==> config.mk <==
export PLATFORM = sky130hd
export DESIGN_NAME = switch_port_config_capability_regs
export DESIGN_NICKNAME = d
export VERILOG_FILES = /design/src/rtl/port_cfg_pkg.sv /design/src/rtl/wb_if.sv /design/src/rtl/wb_ack_gen.sv /design/src/rtl/switch_port_config_capability_regs.sv
export VERILOG_INCLUDE_DIRS = /design/src /design/src/rtl
export SDC_FILE = /design/constraint.sdc
export NUM_CORES = 1
export LEC_CHECK = 0
export BUFFER_PORTS_ARGS = -buffer_cell sky130_fd_sc_hd__buf_2
export CORE_MARGIN = 8
export CORE_UTILIZATION = 45
export CTS_CLUSTER_SIZE = 10
export DETAILED_ROUTE_END_ITERATION = 16
export GPL_ROUTABILITY_DRIVEN = 0
export GPL_TIMING_DRIVEN = 0
export PLACE_DENSITY = 0.79
export SETUP_SLACK_MARGIN = 0.2
export SLEW_MARGIN = 20
export SYNTH_ARGS = -nofsm -noshare
export SYNTH_HDL_FRONTEND = slang
export SYNTH_SLANG_ARGS = --single-unit
==> constraint.sdc <==
create_clock -name clk_i -period 2.29 [get_ports clk_i]
set_input_delay 0.5725 -clock clk_i [delete_from_list [all_inputs] [get_ports clk_i]]
set_output_delay 0.5725 -clock clk_i [all_outputs]
set_load 0.03 [all_outputs]
==> src/rtl/port_cfg_defines.svh <==
// How it works
// - vga wide decode select at bridge control bit 4, effective only with route enable.
// - select clear decodes vga io on 10 bits with aliases; set decodes 16 bits.
// - writing one to bridge control bit 6 pulses a secondary bus reset, or an upstream reset on the upstream port.
// - capability identifier bits 7:0 read-only, always 0x10.
// - next capability pointer bits 15:8 lockable, resets to 0xc0.
// - capability version bits 19:16 lockable, resets to 0x1 in every mode.
// - port type bits 23:20 read-only: 0x5 upstream, 0x6 downstream.
// - slot bit 24 lockable; must stay cleared on the upstream port.
// - message vector number bits 29:25 read-only zero.
// - traffic class routing bit 30 lockable; resets 1, or 0 in 1.1 mode.
// - max payload bits 2:0 lockable, resets to 0x4 meaning 2048 bytes.
// - phantom function support bits 4:3 read-only zero.
// - extended tag bit 5 lockable, resets to 0x1.
// - endpoint low-power exit latency bits 8:6 read-only zero.
// - vga route enable at bridge control bit 3 gates vga forwarding.
`ifndef PORT_CFG_DEFINES_SVH
`define PORT_CFG_DEFINES_SVH
`define CAP_HDR_ADDR      8'h40
`define DEV_CAP_ADDR      8'h44
`define BRIDGE_CTL_ADDR   8'h3c
`define LOCK_CTL_ADDR     8'h80
`define BC_VGA_EN_BIT     19
`define BC_VGA16_BIT      20
`define BC_SECONDARY_BUS_RESET_TRIGGER_BIT     22
`define CAP_ID_VAL        8'h10
`define NXT_PTR_RST       8'hc0
`define CAP_VER_RST       4'h1
`define TYPE_UP           4'h5
`define TYPE_DOWN         4'h6
`define TCS_RST           1'b1
`define TCS_RST_V11       1'b0
`define MAX_PAYLOAD_SUPPORT_RST      3'h4
`define EXTENDED_TAG_SUPPORT_RST          1'b1
`define VGA_MEM_LO        16'h03b0
`define VGA_MEM_HI        16'h03bb
`define VGA_IO2_LO        16'h03c0
`define VGA_IO2_HI        16'h03df
`endif

==> src/rtl/port_cfg_pkg.sv <==
package port_cfg_pkg;
  typedef logic [31:0] cfg_word_t;
  typedef logic [3:0]  cfg_sel_t;
endpackage

==> src/rtl/wb_if.sv <==
`timescale 1ns/1ps
`default_nettype none
// classic wishbone request and answer between top and slave
interface wb_if;
  logic        cyc;
  logic        stb;
  logic        we;
  logic [7:0]  adr;
  logic [3:0]  sel;
  logic [31:0] dat_w;
  logic        take;
  modport top (output cyc, stb, we, adr, sel, dat_w, input take);
  modport slv (input cyc, stb, we, adr, sel, dat_w, output take);
endinterface
`default_nettype wire

==> src/rtl/wb_ack_gen.sv <==
`timescale 1ns/1ps
`default_nettype none
// one-cycle ack per request; ack drops in the cycle after it was given
module wb_ack_gen
(
  input  wire logic clk_i,
  input  wire logic rst_i,
  wb_if.slv         bus,
  output var  logic ack_o
);
  logic ack_reg;
  logic ack_next;

  // take only when no ack is pending, so a held request is taken every second cycle
  assign ack_next = bus.cyc & bus.stb & ~ack_reg;
  assign bus.take = ack_next;
  assign ack_o    = ack_reg;

  // ack flop
  always_ff @(posedge clk_i)
  begin
    if (rst_i)
      ack_reg <= 1'b0;
    else
      ack_reg <= ack_next;
  end
endmodule // wb_ack_gen
`default_nettype wire

==> src/rtl/switch_port_config_capability_regs.sv <==
// Added by the designer: the Wishbone slave port.
`timescale 1ns/1ps
`default_nettype none
`include "port_cfg_defines.svh"
module switch_port_config_capability_regs
(
  input  wire logic                 clk_i,
  input  wire logic                 rst_i,
  input  wire logic                 upstream_port_i,
  input  wire logic                 mode_v11_i,
  input  wire logic                 wb_cyc_i,
  input  wire logic                 wb_stb_i,
  input  wire logic                 wb_we_i,
  input  wire logic [7:0]           wb_adr_i,
  input  wire port_cfg_pkg::cfg_sel_t  wb_sel_i,
  input  wire port_cfg_pkg::cfg_word_t wb_dat_i,
  output var  port_cfg_pkg::cfg_word_t wb_dat_o,
  output var  logic                 wb_ack_o,
  input  wire logic                 io_req_i,
  input  wire logic [15:0]          io_addr_i,
  output var  logic                 vga_forward_o,
  output var  logic                 secondary_reset_o,
  output var  logic                 upstream_reset_o
);
  import port_cfg_pkg::*;

  wb_if bus ();

  logic        upstream_s1_reg;
  logic        upstream_s2_reg;
  logic        v11_s1_reg;
  logic        v11_s2_reg;
  logic        rst_d_reg;
  logic        vga_en_reg;
  logic        vga16_reg;
  logic        lock_reg;
  logic [7:0]  nxt_ptr_reg;
  logic [3:0]  cap_ver_reg;
  logic        slot_reg;
  logic        tcs_reg;
  logic [2:0]  max_payload_support_reg;
  logic        extended_tag_support_reg;
  logic        sec_rst_reg;
  logic        up_rst_reg;
  logic        vga_fwd_reg;
  cfg_word_t   dat_o_reg;

  // straps come from pins: two flops before use; kept out of reset so they have
  // settled by the time reset releases and the mode dependent defaults load
  always_ff @(posedge clk_i)
  begin
    upstream_s1_reg <= upstream_port_i;
    upstream_s2_reg <= upstream_s1_reg;
  end

  // protocol mode strap, same two-flop path
  always_ff @(posedge clk_i)
  begin
    v11_s1_reg <= mode_v11_i;
    v11_s2_reg <= v11_s1_reg;
  end

  // bus wiring into the interface
  assign bus.cyc   = wb_cyc_i;
  assign bus.stb   = wb_stb_i;
  assign bus.we    = wb_we_i;
  assign bus.adr   = wb_adr_i;
  assign bus.sel   = wb_sel_i;
  assign bus.dat_w = wb_dat_i;

  wb_ack_gen u_ack
  (
    .clk_i (clk_i),
    .rst_i (rst_i),
    .bus   (bus),
    .ack_o (wb_ack_o)
  );

  // address decode
  logic hit_cap;
  logic hit_dev;
  logic hit_bc;
  logic hit_lock;
  logic wr;
  logic rd_take;
  logic wr_unlocked;
  assign hit_cap     = (bus.adr == `CAP_HDR_ADDR);
  assign hit_dev     = (bus.adr == `DEV_CAP_ADDR);
  assign hit_bc      = (bus.adr == `BRIDGE_CTL_ADDR);
  assign hit_lock    = (bus.adr == `LOCK_CTL_ADDR);
  assign wr          = bus.take & bus.we;
  assign rd_take     = bus.take & ~bus.we;
  // lockable fields accept writes only while the lock is open
  assign wr_unlocked = wr & ~lock_reg;

  // per-field write strobes; byte lanes gate each field, other lanes keep their value
  logic wr_next_ptr;
  logic wr_cap_ver;
  logic wr_slot_tcs;
  logic wr_dev_cap;
  logic wr_bridge;
  logic wr_lock;
  // lockable write strobes
  assign wr_next_ptr = wr_unlocked & hit_cap & bus.sel[1];
  assign wr_cap_ver  = wr_unlocked & hit_cap & bus.sel[2];
  assign wr_slot_tcs = wr_unlocked & hit_cap & bus.sel[3];
  assign wr_dev_cap  = wr_unlocked & hit_dev & bus.sel[0];
  // bridge control and the lock itself are never locked
  assign wr_bridge   = wr & hit_bc & bus.sel[2];
  assign wr_lock     = wr & hit_lock & bus.sel[0];

  // reset values that depend on the protocol mode strap
  logic tcs_rst_val;
  assign tcs_rst_val = v11_s2_reg ? `TCS_RST_V11 : `TCS_RST;

  // 10-bit decode ignores bits 15:10, so aliases in each 1 KB block match;
  // 16-bit decode matches the two windows only
  logic [15:0] vga_addr;
  logic        vga_mem_hit;
  logic        vga_io_hit;
  logic        vga_hit;
  assign vga_addr    = vga16_reg ? io_addr_i : {6'h00, io_addr_i[9:0]};
  assign vga_mem_hit = (vga_addr >= `VGA_MEM_LO) && (vga_addr <= `VGA_MEM_HI);
  assign vga_io_hit  = (vga_addr >= `VGA_IO2_LO) && (vga_addr <= `VGA_IO2_HI);
  assign vga_hit     = vga_mem_hit | vga_io_hit;

  // read words; reserved and read-only zero fields are zero, cap id is 0x10
  cfg_word_t  cap_word;
  cfg_word_t  dev_word;
  cfg_word_t  bc_word;
  cfg_word_t  rd_word;
  logic [3:0] port_type;
  assign port_type = upstream_s2_reg ? `TYPE_UP : `TYPE_DOWN;
  // capability header, most significant field first
  assign cap_word  = {1'b0,
                      tcs_reg,
                      5'h00,
                      slot_reg,
                      port_type,
                      cap_ver_reg,
                      nxt_ptr_reg,
                      `CAP_ID_VAL};
  // device capabilities: phantom functions and exit latency do not apply here
  assign dev_word  = {23'h000000,
                      3'h0,
                      extended_tag_support_reg,
                      2'h0,
                      max_payload_support_reg};
  // bridge control upper half sits in lanes 2 and 3; the trigger bit reads zero
  assign bc_word   = {9'h000,
                      1'b0,
                      1'b0,
                      vga16_reg,
                      vga_en_reg,
                      19'h00000};
  // read select; unmapped addresses read zero
  assign rd_word   = hit_cap  ? cap_word :
                     hit_dev  ? dev_word :
                     hit_bc   ? bc_word  :
                     hit_lock ? {31'h00000000, lock_reg} : 32'h00000000;

  // read data latched with the ack, unmapped reads return zero;
  // it holds until the next read, a write leaves it alone
  always_ff @(posedge clk_i)
  begin
    if (rst_i)
      dat_o_reg <= 32'h00000000;
    else if (rd_take)
      dat_o_reg <= rd_word;
  end
  assign wb_dat_o = dat_o_reg;

  // lock register: software closes it after configuring
  always_ff @(posedge clk_i)
  begin
    if (rst_i)
      lock_reg <= 1'b0;
    else if (wr_lock)
      lock_reg <= bus.dat_w[0];
  end

  // vga route enable gates all vga forwarding
  always_ff @(posedge clk_i)
  begin
    if (rst_i)
      vga_en_reg <= 1'b0;
    else if (wr_bridge)
      vga_en_reg <= bus.dat_w[`BC_VGA_EN_BIT];
  end

  // wide decode select only matters while routing is enabled
  always_ff @(posedge clk_i)
  begin
    if (rst_i)
      vga16_reg <= 1'b0;
    else if (wr_bridge)
      vga16_reg <= bus.dat_w[`BC_VGA16_BIT];
  end

  // marks the first edge after reset release, when the mode default loads
  always_ff @(posedge clk_i)
  begin
    rst_d_reg <= rst_i;
  end

  // next capability pointer, lockable
  always_ff @(posedge clk_i)
  begin
    if (rst_i)
      nxt_ptr_reg <= `NXT_PTR_RST;
    else if (wr_next_ptr)
      nxt_ptr_reg <= bus.dat_w[15:8];
  end

  // capability version, lockable; one reset value in every mode
  always_ff @(posedge clk_i)
  begin
    if (rst_i)
      cap_ver_reg <= `CAP_VER_RST;
    else if (wr_cap_ver)
      cap_ver_reg <= bus.dat_w[19:16];
  end

  // slot present, lockable; an upstream port has no slot, so a one is dropped
  always_ff @(posedge clk_i)
  begin
    if (rst_i)
      slot_reg <= 1'b0;
    else if (wr_slot_tcs)
      slot_reg <= bus.dat_w[24] & ~upstream_s2_reg;
  end

  // traffic class routing, lockable; its default needs the settled mode strap,
  // so it loads one edge after reset instead of inside it
  always_ff @(posedge clk_i)
  begin
    if (rst_i)
      tcs_reg <= `TCS_RST;
    else if (rst_d_reg)
      tcs_reg <= tcs_rst_val;
    else if (wr_slot_tcs)
      tcs_reg <= bus.dat_w[30];
  end

  // maximum payload size, lockable
  always_ff @(posedge clk_i)
  begin
    if (rst_i)
      max_payload_support_reg <= `MAX_PAYLOAD_SUPPORT_RST;
    else if (wr_dev_cap)
      max_payload_support_reg <= bus.dat_w[2:0];
  end

  // extended tag, lockable
  always_ff @(posedge clk_i)
  begin
    if (rst_i)
      extended_tag_support_reg <= `EXTENDED_TAG_SUPPORT_RST;
    else if (wr_dev_cap)
      extended_tag_support_reg <= bus.dat_w[5];
  end

  // reset trigger: one-cycle pulse per write of one; the bit is not kept, so a
  // stale bit can never start a second reset
  logic secondary_bus_reset_trigger_wr;
  logic sec_rst_next;
  logic up_rst_next;
  assign secondary_bus_reset_trigger_wr    = wr_bridge & bus.dat_w[`BC_SECONDARY_BUS_RESET_TRIGGER_BIT];
  assign sec_rst_next = secondary_bus_reset_trigger_wr & ~upstream_s2_reg;
  assign up_rst_next  = secondary_bus_reset_trigger_wr & upstream_s2_reg;

  // downstream port: secondary bus reset pulse
  always_ff @(posedge clk_i)
  begin
    if (rst_i)
      sec_rst_reg <= 1'b0;
    else
      sec_rst_reg <= sec_rst_next;
  end

  // upstream port: upstream form of the same reset
  always_ff @(posedge clk_i)
  begin
    if (rst_i)
      up_rst_reg <= 1'b0;
    else
      up_rst_reg <= up_rst_next;
  end
  assign secondary_reset_o = sec_rst_reg;
  assign upstream_reset_o  = up_rst_reg;

  // forwarding decision registered one cycle after the io request
  logic vga_fwd_next;
  assign vga_fwd_next = io_req_i & vga_en_reg & vga_hit;
  always_ff @(posedge clk_i)
  begin
    if (rst_i)
      vga_fwd_reg <= 1'b0;
    else
      vga_fwd_reg <= vga_fwd_next;
  end
  assign vga_forward_o = vga_fwd_reg;
endmodule // switch_port_config_capability_regs
`default_nettype wire

==> results of run 1 <==
==> critical path: stages <==
cell and delay (ps):
buf_2 120, or4b_4 530, buf_6 150, nor4_2 290, buf_4 210, and2_2 190
mux2i_1 180
==> metrics by stage <==
step	instances	total power, mW	hold slack (ps)	setup slack, ps	cell area, µm²
finish	380	1.55	334	285	2770
global route	380	1.62	341	208	2770
CTS	376	1.56	340	233	2740
detailed placement	369	1.07	319	-80.3	2650
global placement	369	1.07	312	-69.9	2650
floorplan	236	0.997	310	188	2190
==> cell usage in the layout (no fill, tap or decap), drive strengths merged, types with 3 or more instances in the layout <==
cell type,instances
dfxtp,51
nand2,8
nor3,7
and2,3
conb,10
nor2,24
nor4b,4
a22oi,14
buf,98
nor4,5
a21boi,3
clkbuf,15
mux2i,6
nand4b,10
nand3,6
nand4,4
o21ai,13
a21oi,9
or4,4
nand2b,12
==> cells by family after synthesis <==
kind of cell	Yosys count
AOI/OAI and AO/OA	48
other	1
DFF	51
and+or+nand+nor	95
muxes	6
buffers and inverters	26
==> layer usage <==
metal | GRT usage (%) | vias to the layer above | part of all wire [%]
met3 | 7.72 | 12 | 12
li1 | - | 1010 | -
met4 | 7.77 | 0 | 2.2
met2 | 25.4 | 96 | 45
met1 | 17.6 | 919 | 42
met5 | 0 | - | 0
==> where the power goes <==
part,internal [mW],total (mW),switching [mW],leakage [nW]
logic,0.0651,0.154,0.0891,0.737
clock network,0.209,0.499,0.290,0.0440
registers,0.893,0.896,0.00363,0.413
total,1.17,1.55,0.383,1.19
==> layout make-up <==
type | count | area [µm²] | share of cell area, %
inverter | 1 | 3.75 | 0.136
clock buffer | 5 | 68.8 | 2.49
sequential | 51 | 1020 | 36.9
multi-input combinational | 159 | 1020 | 36.8
clock inverter | 2 | 13.8 | 0.497
timing repair buffer | 83 | 425 | 15.4
tap | 54 | 67.6 | 2.44
buffer | 25 | 149 | 5.38
==> worst min-delay path by stage <==
| stage | from | end | slack [ps] | depth (start not counted) |
|---|---|---|---|---|
| after floorplan | upstream_s1_reg | upstream_s2_reg | 310 | 0 |
| after global placement | upstream_s1_reg | upstream_s2_reg | 310 | 0 |
| after detailed placement | upstream_s1_reg | upstream_s2_reg | 320 | 0 |
| after CTS | upstream_s1_reg | upstream_s2_reg | 340 | 0 |
| after global routing | mode_v11_i | v11_s1_reg | 340 | 1 |
| final | upstream_s1_reg | upstream_s2_reg | 330 | 0 |
==> timing repair <==
action,in CTS,in global routing
buffers inserted,0,4
resized for setup,0,1
hold buffers,0,0
endpoints found under the setup margin,0,8
==> out/results.txt, run 1 <==
HPWL Detailed -> 4500 µm
Mapped Cells -> 227
Reg2Reg Capture Point -> extended_tag_support_reg
Final setup viols -> 0
Syn avg cell area -> 9.49 µm²
Most frequent cell after synthesis -> dfxtp_1
R2R depth -> 5
DIE AREA -> 7260 µm²
Max frequency -> 499 MHz
Share of the synthesized area in the top cell type -> 47.4%
I/O pin count -> 104
Max-slew violation count -> 0
Worst setup path endpoint -> cap_ver_reg[3]
Reg2reg start -> u_ack.ack_o
Later-pin clock latency in the skew report -> 310 ps
Max reg flops -> 21
RSZ-0062 raised after global routing -> no
Clock Skews -> 6.17 ps
XOR/XNOR Fraction of Synth Area -> 0%
Final layout net count -> 394
Largest net degree at the start of global routing -> 16
CTS Root Cell -> clkbuf_8
Die Ht -> 85.2 µm
CTS tree -> done
First DRT Iteration DRCs -> 88
Top cells by area, synth -> dfxtp_1, a22oi_1, nor2_1, nand4b_1, buf_4
Worst EP required -> 2540 ps
#FFs+latches synth -> 51
Post-synthesis simple-gate area fraction -> 27.9%
Startpoint types -> input port
Die width -> 85.2 µm
Power per cell area -> 560 nW/µm²
Initial core utilization -> 46.2%
Peak supply drop -> 0.378 mV
I/O Buffers -> 79
Maxcap violations -> 0
Synth Area in Adders -> 0%
Async set-or-reset flop fraction in the synthesized netlist -> 0%
Worst-Margin Slew -> 584 ps
Final Hold Viols -> 0
Worst-path fanout max -> 8
Critical path origin -> wb_adr_i[7]
Diode count -> 0
Post-synth EDFFs -> 0
Area Growth Syn to Fin -> 28.5%
Slew margin rel. -> 60.8%
Final Cycle Share -> 87.5%
TritonRoute pass-1 iters -> 4
Synth cell types -> 45
Largest family of logic cells by synthesized area -> simple AND/OR/NAND/NOR gates
Mapped cell area -> 2150 µm²
Synth Warn # -> 0
Post-synth top area cell -> dfxtp_1
Vias -> 2037
Post-synth top cells -> dfxtp_1, nor2_1, a22oi_1
Core ar. -> 4660 µm²
Clock buffer depth -> 2
Initial antenna violation count -> 0
Setup Crit Path Kind -> input port to flip-flop
Sink Count -> 51
Routed length per instance -> 15.1 µm
Hold Path Class -> flip-flop to flip-flop
DRC viols -> 0
Reg2reg setup slack -> 550 ps
Overflow after GRT -> 0
Core Util, Final -> 59.4%
Gr usage total -> 16.1%
Antenna-violating nets left -> 0
H-tree levels -> 2
Post-layout min period -> 2000 ps
Top FF cell, synth -> dfxtp_1
Num CTS Buffers -> 5
CTS clock-pin slew for the worst setup and hold paths -> 90 ps
Mux share of post-synthesis cell area -> 2.79%
Register area share after synthesis -> 47.4%
Drt total wl -> 5740 µm
Compound-gate portion of the synthesized area -> 14.8%
Crit path capture type -> flip-flop
Status -> completed
Vias per cell -> 5.36
Share of layout cells above drive strength 1 -> 35.0%
CP arrival -> 2250 ps
First-pass GRT wire length -> 9360 µm
# rows -> 25
Filler Cells Inserted -> 431
Leak -> 1.19 nW
TNS Setup -> 0 ps
Vias in the first global route -> 2076
Note: power is estimated with default switching activity, not from simulation.
==> run 2: changes to the inputs <==
--- a/config.mk
+++ b/config.mk
@@ -13,8 +13,9 @@
 export DETAILED_ROUTE_END_ITERATION = 16
 export GPL_ROUTABILITY_DRIVEN = 0
 export GPL_TIMING_DRIVEN = 0
+export MAX_ROUTING_LAYER = met4
 export PLACE_DENSITY = 0.79
-export SETUP_SLACK_MARGIN = 0.2
+export SKIP_CTS_REPAIR_TIMING = 1
 export SLEW_MARGIN = 20
 export SYNTH_ARGS = -nofsm -noshare
 export SYNTH_HDL_FRONTEND = slang
==> out/results.txt, run 2 (synthesis gave the netlist of run 1 again) <==
Status -> completed (unchanged)
Vias per cell -> 5.29 (was 5.36)
Crit path capture type -> flip-flop (unchanged)
Critical path origin -> wb_adr_i[7] (unchanged)
Share of layout cells above drive strength 1 -> 34.1% (was 35.0%)
GR peak layer -> met2 (unchanged)
DIE AREA -> 7260 µm² (unchanged)
Overflow after GRT -> 0 (unchanged)
Diode count -> 0 (unchanged)
First DRT Iteration DRCs -> 84 (was 88)
Initial core utilization -> 46.2% (unchanged)
Commonest non-fill, non-tap cell in the layout -> buf_2 (unchanged)
GR met2 Demand/Resource -> 26.1% (was 25.4%)
Largest net degree at the start of global routing -> 17 (was 16)
Initial antenna violation count -> 0 (unchanged)
Dpl ws -> -131 ps (was -80.3 ps)
Later-pin clock latency in the skew report -> 300 ps (was 310 ps)
Met3 GRT Util -> 4.83% (was 7.72%)
Vias in the first global route -> 1996 (was 2076)
Clock buffer depth -> 2 (unchanged)
I/O pin count -> 104 (unchanged)
Post-layout min period -> 2120 ps (was 2000 ps)
Area Growth Syn to Fin -> 28.7% (was 28.5%)
Reg2reg setup slack -> 520 ps (was 550 ps)
Worst EP required -> 2530 ps (was 2540 ps)
Reg2reg start -> u_ack.ack_o (unchanged)
Peak supply drop -> 0.274 mV (was 0.378 mV)
Vias -> 1995 (was 2037)
DRC viols -> 0 (unchanged)
TritonRoute pass-1 iters -> 4 (unchanged)
Maxcap violations -> 0 (unchanged)
Hold path startpoint -> v11_s1_reg (was upstream_s1_reg)
Final Hold Viols -> 0 (unchanged)
HPWL Detailed -> 4490 µm (was 4500 µm)
Slew margin rel. -> 63.0% (was 60.8%)
First-pass GRT wire length -> 9280 µm (was 9360 µm)
CTS clock-pin slew for the worst setup and hold paths -> 90 ps (about the same)
H-tree levels -> 2 (unchanged)
Max frequency -> 471 MHz (was 499 MHz)
Hold Crit Depth -> 0 (unchanged)
CTS tree -> done (unchanged)
Leak -> 1.19 nW (about the same)
Max-slew violation count -> 0 (unchanged)
Sink Count -> 51 (unchanged)
Gr usage total -> 16.4% (was 16.1%)
Worst-Margin Slew -> 556 ps (was 584 ps)
Grt met1 use -> 19.5% (was 17.6%)
Worst-path fanout max -> 10 (was 8)
# rows -> 25 (unchanged)
Antenna-violating nets left -> 0 (unchanged)
Final layout net count -> 390 (was 394)
Num CTS Buffers -> 5 (unchanged)
Multi-input logic area -> 1020 µm² (about the same)
Power per cell area -> 618 nW/µm² (was 560 nW/µm²)
RSZ-0062 raised after global routing -> no (unchanged)
R2R depth -> 5 (unchanged)
Filler Cells Inserted -> 422 (was 431)
I/O Buffers -> 79 (unchanged)
Final setup viols -> 0 (unchanged)
Final Cycle Share -> 92.8% (was 87.5%)
Worst setup path endpoint -> cap_ver_reg[3] (unchanged)
Drt total wl -> 5780 µm (was 5740 µm)
Most frequent cells in the layout -> buf_2, dfxtp_1, nor2_1 (unchanged)
Routed length per instance -> 15.3 µm (was 15.1 µm)
Clock Skews -> 7.81 ps (was 6.17 ps)
Die Ht -> 85.2 µm (unchanged)
Die width -> 85.2 µm (unchanged)
CP arrival -> 2360 ps (was 2250 ps)
Core ar. -> 4660 µm² (unchanged)
TNS Setup -> 0 ps (unchanged)
Max reg flops -> 21 (unchanged)
Hold Path Class -> flip-flop to flip-flop (unchanged)
Setup ws final -> 165 ps (was 285 ps)
Startpoint types -> input port (unchanged)
CTS Root Cell -> clkbuf_8 (unchanged)
Setup Crit Path Kind -> input port to flip-flop (unchanged)
Reg2Reg Capture Point -> extended_tag_support_reg (unchanged)
Register area -> 1020 µm² (unchanged)
[run 2: critical path: stages]
cell	delay, ps
buf_2	130
or4b_4	530
buf_6	150
nor4_2	300
buf_2	250
and2_1	230
mux2i_1	200
[run 2: worst min-delay path by stage]
stage                            endpoint  slack [ps]
after floorplan           upstream_s2_reg         310
after global placement    upstream_s2_reg         310
after detailed placement  upstream_s2_reg         310
after CTS                      v11_s2_reg         330
after global routing           v11_s2_reg         340
final                          v11_s2_reg         320
[run 2: power by group]
| group | switching [mW] | internal, mW | leakage [nW] | total [mW] |
|---|---|---|---|---|
| combinational | 0.0894 | 0.0651 | 0.715 | 0.154 |
| clock | 0.304 | 0.360 | 0.0618 | 0.664 |
| sequential | 0.00389 | 0.893 | 0.413 | 0.897 |
| total | 0.397 | 1.32 | 1.19 | 1.71 |
[run 2: area by class of cell]
cell class	instances	share of cell area [%]
flip-flops and latches	51	36.8
multi-input cells	159	36.7
repair buffers	79	14.3
plain buffers	25	5.28
clock buffers	6	2.98
well taps	54	2.44
clock inverters	2	1.40
inverters	1	0.135
[run 2: per-layer routing]
layer  vias to the layer above  wire length, µm  part of all wire, %
li1                       1000                -                    -
met3                         5              426                  7.4
met5                         -                0                    0
met4                         0               34                 0.59
met1                       919             2680                   46
met2                        71             2640                   46
[run 2: stage by stage]
step	hold WS, ps	power, mW	utilization, %	instances	instance area, µm²
final	325	1.71	59.5	377	2770
after global placement	312	1.07	56.9	369	2650
after global routing	340	1.77	59.5	377	2770
after detailed placement	312	1.07	56.9	369	2650
after floorplan	310	0.997	-	236	2190
after CTS	331	1.73	59.5	377	2770
